==> config.mk <==
export PLATFORM = sky130hd
export DESIGN_NAME = vcore_startup_phase_sequencer
export DESIGN_NICKNAME = d
export VERILOG_FILES = /design/src/vcore_seq_pkg.sv /design/src/phase_sequencer.sv /design/src/vcore_startup_phase_sequencer.sv
export SDC_FILE = /design/constraint.sdc
export NUM_CORES = 1
export LEC_CHECK = 0
export BUFFER_PORTS_ARGS = -buffer_cell sky130_fd_sc_hd__buf_2
export CAP_MARGIN = 30
export CORE_ASPECT_RATIO = 1.5
export CORE_MARGIN = 1.5
export CORE_UTILIZATION = 45
export CTS_CLUSTER_SIZE = 10
export DETAILED_ROUTE_END_ITERATION = 10
export HOLD_SLACK_MARGIN = 0.03
export SYNTH_ARGS = -nofsm -noshare
export SYNTH_HDL_FRONTEND = slang
export SYNTH_SLANG_ARGS = --single-unit
==> constraint.sdc <==
create_clock -name clk -period 7.2 [get_ports clk]
set_clock_uncertainty 0.2 [all_clocks]
set_input_delay 1.44 -clock clk [delete_from_list [all_inputs] [get_ports clk]]
set_output_delay 1.44 -clock clk [all_outputs]
set_load 0.02 [all_outputs]
==> src/vcore_seq_pkg.sv <==
// constants shared by the core-voltage start-up sequencer
package vcore_seq_pkg;
	// clock rate and time base
	localparam int CLK_MHZ = 50; // system clock in MHz
	localparam int TICK_US = 1; // slew step interval in us
	localparam int TICK_CYC = TICK_US * CLK_MHZ; // cycles per slew step
	localparam int TICK_W = 6; // width of the tick counter
	// start-up timing
	localparam int POR_DELAY_US = 120; // on-request tied high delay, us
	localparam int POR_DELAY_CYC = POR_DELAY_US * CLK_MHZ;
	localparam int POWER_GOOD_MS = 7; // power-good delay after start, ms
	localparam int POWER_GOOD_CYC = POWER_GOOD_MS * 1000 * CLK_MHZ;
	localparam int QUAL_CYCLES = 13; // pwm cycles in window to qualify
	// reference scale: one step is 1.25 mV
	localparam int REF_W = 11; // reference code width
	localparam int CODE_W = 7; // voltage code width
	localparam logic [REF_W-1:0] REF_MAX = 11'h4b0; // 1.5000 V
	localparam logic [REF_W-1:0] REF_BOOT = 11'h370; // 1.1 V boot level
	localparam logic [REF_W-1:0] REF_PER_CODE = 11'h00a; // 12.5 mV
	localparam logic [REF_W-1:0] REF_RESET = 11'h000; // zero at reset
	// slew steps per tick (1.25 mV each)
	localparam logic [3:0] STEP_BOOT = 4'h2; // 2.5 mV/us
	localparam logic [3:0] STEP_SLEW = 4'h4; // 5 mV/us
	localparam logic [3:0] STEP_FAST = 4'h8; // 10 mV/us
	// sequencer states
	typedef enum logic [2:0] {
		st_idle = 3'b000,
		st_soft = 3'b001,
		st_qual = 3'b010,
		st_slew = 3'b011,
		st_reg = 3'b100
	} seq_state_t;
endpackage

==> src/phase_sequencer.sv <==
// steers master clock pulses to one or two phase clocks
`timescale 1ns/100ps
module phase_sequencer (
	// clock and reset
	input wire logic clk,
	input wire logic resetn,
	input wire logic clk_en,
	// control
	input wire logic run,
	input wire logic two_phase,
	input wire logic master_clock,
	// phase clocks
	output logic phase_one_clock,
	output logic phase_two_clock
);
	import vcore_seq_pkg::*;

	logic turn_two; // next pulse belongs to phase two

	// alternate pulses between phases, or all to phase one
	always_ff @(posedge clk or negedge resetn) begin
		if (!resetn) begin
			turn_two <= 1'b0;
			phase_one_clock <= 1'b0;
			phase_two_clock <= 1'b0;
		end else if (clk_en) begin
			phase_one_clock <= 1'b0;
			phase_two_clock <= 1'b0;
			if (!run || !two_phase) begin
				// single phase: phase two never clocked
				turn_two <= 1'b0;
				if (run && master_clock) begin
					phase_one_clock <= 1'b1;
				end
			end else if (master_clock) begin
				// half-period apart by alternation
				phase_one_clock <= !turn_two;
				phase_two_clock <= turn_two;
				turn_two <= !turn_two;
			end
		end
	end
endmodule

==> src/vcore_startup_phase_sequencer.sv <==
// start-up sequencer, reference slew, pwm and gate control
`timescale 1ns/100ps
module vcore_startup_phase_sequencer #(
	parameter int POR_CYC = vcore_seq_pkg::POR_DELAY_CYC,
	parameter int PG_CYC = vcore_seq_pkg::POWER_GOOD_CYC,
	parameter int QUAL_N = vcore_seq_pkg::QUAL_CYCLES
) (
	// clock, reset, enable
	input wire logic clk,
	input wire logic resetn,
	input wire logic clk_en,
	// supply and processor side
	input wire logic supply_ok,
	input wire logic regulator_on_request,
	input wire logic [vcore_seq_pkg::CODE_W-1:0] voltage_code,
	input wire logic deeper_sleep_request,
	// configuration
	input wire logic graphics_mode,
	input wire logic two_phase,
	input wire logic diode_emulation,
	// analog comparator results
	input wire logic output_in_window,
	input wire logic ramp_at_comp,
	input wire logic [1:0] ripple_at_window,
	input wire logic [1:0] phase_node_zero,
	// sequencer outputs
	output logic [vcore_seq_pkg::REF_W-1:0] reference,
	output logic downstream_clock_permit_n,
	output logic power_good,
	output logic [2:0] seq_state,
	// modulator and power stage
	output logic master_clock,
	output logic phase_one_clock,
	output logic phase_two_clock,
	output logic [1:0] pwm,
	output logic [1:0] low_side_gate
);
	import vcore_seq_pkg::*;

	// refuse delays and counts that the counters below cannot hold
	if (POR_CYC < 1 || POR_CYC > 8192 || PG_CYC < 1 || PG_CYC > 524288
		|| QUAL_N < 1 || QUAL_N > 255) begin : g_bad_param
		$error("vcore sequencer: bad timing parameter");
	end

	seq_state_t state; // sequencer state
	seq_state_t next_state; // its next value
	logic [12:0] por_count; // cycles since supply became ok
	logic por_settled; // supply-ok delay has elapsed
	logic [18:0] pg_count; // cycles since start
	logic [7:0] qual_count; // pwm cycles seen in window
	logic [TICK_W-1:0] tick_count; // slew time base
	logic tick; // one slew step due
	logic ramp_seen; // last sample of master ramp compare
	logic [REF_W-1:0] code_level; // level selected by voltage code
	logic [REF_W-1:0] goal; // level the reference heads for
	logic [3:0] step; // slew step per tick
	logic enabled; // supply and request both present
	logic at_goal; // reference equals goal
	logic qualified; // window held long enough
	logic running; // switching allowed
	logic [1:0] phase_clock; // per-phase set events
	logic [1:0] low_cut; // diode emulation cutoff per phase
	logic [REF_W-1:0] code_drop; // voltage code scaled to 12.5 mV

	assign enabled = supply_ok && regulator_on_request;
	assign phase_clock = {phase_two_clock, phase_one_clock};
	assign running = (state != st_idle);

	// voltage code to level: zero is 1.5 V, minus 12.5 mV a step
	always_comb begin
		code_drop = REF_W'({4'h0, voltage_code} * REF_PER_CODE);
		if (code_drop >= REF_MAX) begin
			code_level = REF_RESET;
		end else begin
			code_level = REF_MAX - code_drop;
		end
	end

	// goal and slew rate per state and mode
	always_comb begin
		goal = code_level;
		step = STEP_SLEW;
		if (state == st_soft || state == st_qual) begin
			if (graphics_mode) begin
				goal = code_level;
				step = deeper_sleep_request ? STEP_FAST : STEP_SLEW;
			end else begin
				goal = REF_BOOT;
				step = STEP_BOOT;
			end
		end
	end

	assign at_goal = (reference == goal);
	assign qualified = (qual_count >= 8'(QUAL_N));

	// supply-ok delay, also covers on request tied high
	always_ff @(posedge clk or negedge resetn) begin
		if (!resetn) begin
			por_count <= '0;
			por_settled <= 1'b0;
		end else if (clk_en) begin
			if (!supply_ok) begin
				por_count <= '0;
				por_settled <= 1'b0;
			end else if (!por_settled) begin
				por_count <= por_count + 13'h0001;
				if (por_count >= 13'(POR_CYC - 1)) begin
					por_settled <= 1'b1;
				end
			end
		end
	end

	// next sequencer state
	always_comb begin
		next_state = state;
		unique case (state)
			st_idle: begin
				if (enabled && por_settled) begin
					next_state = st_soft;
				end
			end
			st_soft: begin
				if (at_goal) begin
					next_state = st_qual;
				end
			end
			st_qual: begin
				if (qualified) begin
					// graphics already at code level
					next_state = graphics_mode ? st_reg : st_slew;
				end
			end
			st_slew: begin
				if (at_goal) begin
					next_state = st_reg;
				end
			end
			st_reg: begin
				next_state = st_reg;
			end
			default: begin
				next_state = st_idle;
			end
		endcase
		if (!enabled) begin
			next_state = st_idle;
		end
	end

	// state register
	always_ff @(posedge clk or negedge resetn) begin
		if (!resetn) begin
			state <= st_idle;
		end else if (clk_en) begin
			state <= next_state;
		end
	end

	assign seq_state = state;

	// slew time base: one step per microsecond
	always_ff @(posedge clk or negedge resetn) begin
		if (!resetn) begin
			tick_count <= '0;
			tick <= 1'b0;
		end else if (clk_en) begin
			tick <= 1'b0;
			if (!running || tick_count >= TICK_W'(TICK_CYC - 1)) begin
				tick_count <= '0;
				tick <= running;
			end else begin
				tick_count <= tick_count + TICK_W'(1);
			end
		end
	end

	// digital reference ramp toward the goal
	always_ff @(posedge clk or negedge resetn) begin
		if (!resetn) begin
			reference <= REF_RESET;
		end else if (clk_en) begin
			if (!running) begin
				reference <= REF_RESET;
			end else if (tick && !at_goal) begin
				if (reference < goal) begin
					if (goal - reference > REF_W'(step)) begin
						reference <= reference + REF_W'(step);
					end else begin
						reference <= goal;
					end
				end else begin
					if (reference - goal > REF_W'(step)) begin
						reference <= reference - REF_W'(step);
					end else begin
						reference <= goal;
					end
				end
			end
		end
	end

	// count pwm cycles with output inside the window
	always_ff @(posedge clk or negedge resetn) begin
		if (!resetn) begin
			qual_count <= '0;
		end else if (clk_en) begin
			if (state != st_qual || !output_in_window) begin
				qual_count <= '0;
			end else if (master_clock && !qualified) begin
				qual_count <= qual_count + 8'h01;
			end
		end
	end

	// clock permit goes low once qualified, released on idle
	always_ff @(posedge clk or negedge resetn) begin
		if (!resetn) begin
			downstream_clock_permit_n <= 1'b1;
		end else if (clk_en) begin
			if (next_state == st_idle) begin
				downstream_clock_permit_n <= 1'b1;
			end else if (state == st_qual && qualified) begin
				downstream_clock_permit_n <= 1'b0;
			end
		end
	end

	// power good after fixed delay from start
	always_ff @(posedge clk or negedge resetn) begin
		if (!resetn) begin
			pg_count <= '0;
			power_good <= 1'b0;
		end else if (clk_en) begin
			if (next_state == st_idle) begin
				pg_count <= '0;
				power_good <= 1'b0;
			end else if (!power_good) begin
				pg_count <= pg_count + 19'h00001;
				if (pg_count >= 19'(PG_CYC - 1)) begin
					power_good <= 1'b1;
				end
			end
		end
	end

	// one-shot master clock on ramp reaching compensation level
	always_ff @(posedge clk or negedge resetn) begin
		if (!resetn) begin
			ramp_seen <= 1'b0;
			master_clock <= 1'b0;
		end else if (clk_en) begin
			ramp_seen <= ramp_at_comp;
			// pulse also restarts the ramp at the window level
			master_clock <= running && ramp_at_comp && !ramp_seen;
		end
	end

	// distribute master pulses to the phases
	phase_sequencer u_phase_sequencer (
		.clk(clk),
		.resetn(resetn),
		.clk_en(clk_en),
		.run(running),
		.two_phase(two_phase),
		.master_clock(master_clock),
		.phase_one_clock(phase_one_clock),
		.phase_two_clock(phase_two_clock)
	);

	// per-phase pwm pulse and low-side gate
	genvar i;
	generate
		for (i = 0; i < 2; i++) begin : g_phase
			// pwm set on phase clock, cleared at window level
			always_ff @(posedge clk or negedge resetn) begin
				if (!resetn) begin
					pwm[i] <= 1'b0;
				end else if (clk_en) begin
					if (!running) begin
						pwm[i] <= 1'b0;
					end else if (phase_clock[i]) begin
						pwm[i] <= 1'b1;
					end else if (ripple_at_window[i]) begin
						pwm[i] <= 1'b0;
					end
				end
			end
			// cutoff latch: zero crossing ends low-side conduction
			always_ff @(posedge clk or negedge resetn) begin
				if (!resetn) begin
					low_cut[i] <= 1'b0;
				end else if (clk_en) begin
					if (phase_clock[i] || !diode_emulation) begin
						low_cut[i] <= 1'b0;
					end else if (phase_node_zero[i] && !pwm[i]) begin
						low_cut[i] <= 1'b1;
					end
				end
			end
			// low-side gate on between pulses unless cut off
			always_ff @(posedge clk or negedge resetn) begin
				if (!resetn) begin
					low_side_gate[i] <= 1'b0;
				end else if (clk_en) begin
					low_side_gate[i] <= running && !pwm[i] && !phase_clock[i]
						&& !low_cut[i]
						&& !(diode_emulation && phase_node_zero[i]);
				end
			end
		end
	endgenerate
endmodule

==> qor.csv <==
metric;value;unit
synth_most_common_cell;dfrtp_1;
fp-row-count;52;
cts_sinks;74;
numCtsBuffers;9;
violations;design-rule violations;
gp_congestion;0.9209;
mappedNetlistArea;0.006193;sq mm
grt_pass1_vias;5412;
wl_per_cell;16.96;microns
crit_fanout;9;
grt_max_degree;75;
grt_overflow;0;
root_buffer;clkbuf_16;
slew_violations;0;
drt_first_pass_iters;8;
post-route-period-util;94.24;%
synthArstFlopShare;100.0;%
tns;0;ns
whs;0.2741;ns
cts_setup_buffers;0;
vias_per_cell;5.983;
cts_tree;built;
ys_seq_area_share;29.92;%
cts_resized;0;
p_per_area;199.9;mW/mm^2
p_leak;3.064;nW
dieArea;0.01449;sq mm
layoutNonFillerInstCount;935;
slowest_stage;fa_1;
setup_viol;0;
die-height;146.7;microns
min_period;6.785;ns
power;1.359;mW
core_region_area;0.01347;sq mm
dpl.cell_count;919;
antenna_found_initial;0;
nets;847;
fmax;147.4;MHz
start_kind;input pin;
cts_hold_buf;0;
slowest_delay;0.50;ns
crit_type;in -> reg;
syn_area_per_cell;8.381;sq um
maxCapViolCount;0;
synth.top_cell.area_share;29.49;%
synthTopCellsByArea;dfrtp_1 (29%), ha_1 (11%), inv_1 (4.1%);
tightest_slew;0.7607;ns
die_width;98.79;microns
hold_viol;0;
totalWireLength;15850;microns
grt_pass1_wl;25960;microns
drc;3;
syn_to_final_growth;9.758;%
drtIter0Drc;202;
ir_drop;145.8;uV
ys_warn_count;0;
vias;5594;
synth_cell_type_count;81;
synthTopCellsByCount;dfrtp_1 (73), inv_1 (67), nor2_1 (63), ha_1 (52), nand2_1 (50);
htreeDepth;3;
synth_top_cell_by_area;dfrtp_1;
critPathCaptureType;flip-flop;
start_util;45.99;%
hold_path_class;reg -> reg;
status;finished, violations left;
max_slew_margin;49.10;%
rsz0062_at_grt;no;
crit_family;compound AO/OA/AOI/OAI gates;
grt_use_total;22.17;%
clk_path_buf_depth;2;
synth-edff-count;0;
boundaryPins;45;
cp.arrival;6.79;ns
hpwl;12210;microns
port-buffer-count;43;
cp.required;7.20;ns
drt.antenna.violating_nets;0;
fillers;1296;
worstSkewPairLatency;0.33;ns
synthesis.nets;817;
synth-main-ff-cell;dfrtp_1;
critPathBufInv;1;
ys_ff_latch;74;
drive_gt1_share;11.00;%
path_common_cell;ha_1;
postSynthCellCount;739;
diodes;0;
worstPathCellList;buf_2 > ha_1 > ha_1 > fa_1 > and2_1 > o22ai_1 > o22ai_1 > a221oi_2 > and2_1 > and3_1 > ha_1 > o21ai_1 > a211oi_1 > o311ai_0 > nand4b_1 > nor4_4 > a22o_4 > a211oi_1 > a221o_1;
path_clk_slew;0.05;ns
==> registers in the layout (all words and copies together), names as in the netlist <==
signal and cells:
low_side_gate 2, por_settled 1, seq_state 3, ramp_seen 1, pg_count 19, pwm 2, qual_count 8, por_count 13
u_phase_sequencer.turn_two 1, u_phase_sequencer.phase_two_clock 1, u_phase_sequencer.phase_one_clock 1, downstream_clock_permit_n 1, reference 10, tick_count 6, tick 1, low_cut 2
master_clock 1, power_good 1
==> metrics by stage <==
stage | utilization [%] | setup WS, ns | area [sq um]
3_3_place_gp | 48.14 | 0.2641 | 6484
5_1_grt | 50.47 | 0.1172 | 6798
6_report | 50.47 | 0.4150 | 6798
3_5_place_dp | 48.14 | 0.1075 | 6484
4_1_cts | 50.27 | 0.4876 | 6770
2_1_floorplan | - | 0.7937 | 6193
==> cell usage in the layout, fill, tap and decap left out, types with 5 or more instances in the layout <==
cell       instances
buf_4              8
o22ai_1           10
a21oi_1           47
a211oi_1          14
ha_1              52
buf_2             42
nand2_1           50
a31oi_1            8
nor2b_1            7
nand4_1           16
and3_1            10
o21ai_0           40
or3_1              9
dfrtp_1           73
inv_1             67
nand3_1           42
nor4_1             8
xor2_1            25
and2_1             6
nand2b_1           9
nor2_1            63
clkbuf_16          9
xnor2_1           21
mux2i_1            5
nor3_1            12
a21o_1             8
nor3b_1            7
==> power breakdown <==
group / switching [mW] / internal [mW] / total, mW / leakage [nW]
clock network: 0.160 / 0.275 / 0.435 / 0.142
registers: 0.00786 / 0.423 / 0.431 / 1.02
logic: 0.311 / 0.183 / 0.493 / 1.90
==> final timing paths <==
| path | startpoint | end | slack (ns) | cells past startpoint |
|---|---|---|---|---|
| max reg2reg | seq_state[1] | reference[5] | 2.66 | 15 |
| min in group asynchronous | resetn | pg_count[7] | 0.72 | 1 |
| min reg2reg | ramp_seen | master_clock | 0.27 | 1 |
| min | ramp_seen | master_clock | 0.27 | 1 |
| max in group asynchronous | resetn | downstream_clock_permit_n | 5.50 | 2 |
| max | voltage_code[1] | reference[5] | 0.42 | 19 |
==> layer usage <==
layer  GRT usage [%]  up-vias  part of all wire [%]
met2           40.97      118                    53
met3           2.776       29                   3.2
met4           9.786        0                   3.2
met5               0        -                     0
li1                -     2736                     -
met1           25.12     2711                    40
==> kinds of logic (layout without fill, tap and decap cells) <==
logic type / Yosys count / after routing / synth area share (%)
DFF: 74 / 74 / 29.92
other: 1 / 1 / 0.06055
xor gates and xnor gates: 47 / 47 / 6.889
and+or+nand+nor: 258 / 258 / 21.35
adders and majority gates: 56 / 56 / 11.80
muxes: 7 / 7 / 1.172
buffers and inverters: 99 / 133 / 7.010
AOI/OAI and AO/OA: 197 / 197 / 21.80
==> cell type report <==
class	instances	area, sq um	share of cell area [%]
clock buffer	12	246.5	3.626
clock inverter	3	40.04	0.5890
inverter	67	251.5	3.700
multi-input combinational	566	3906	57.46
sequential	74	1853	27.26
tap	162	202.7	2.982
timing repair buffer	51	297.8	4.381
(Power assumes the default switching activity.)
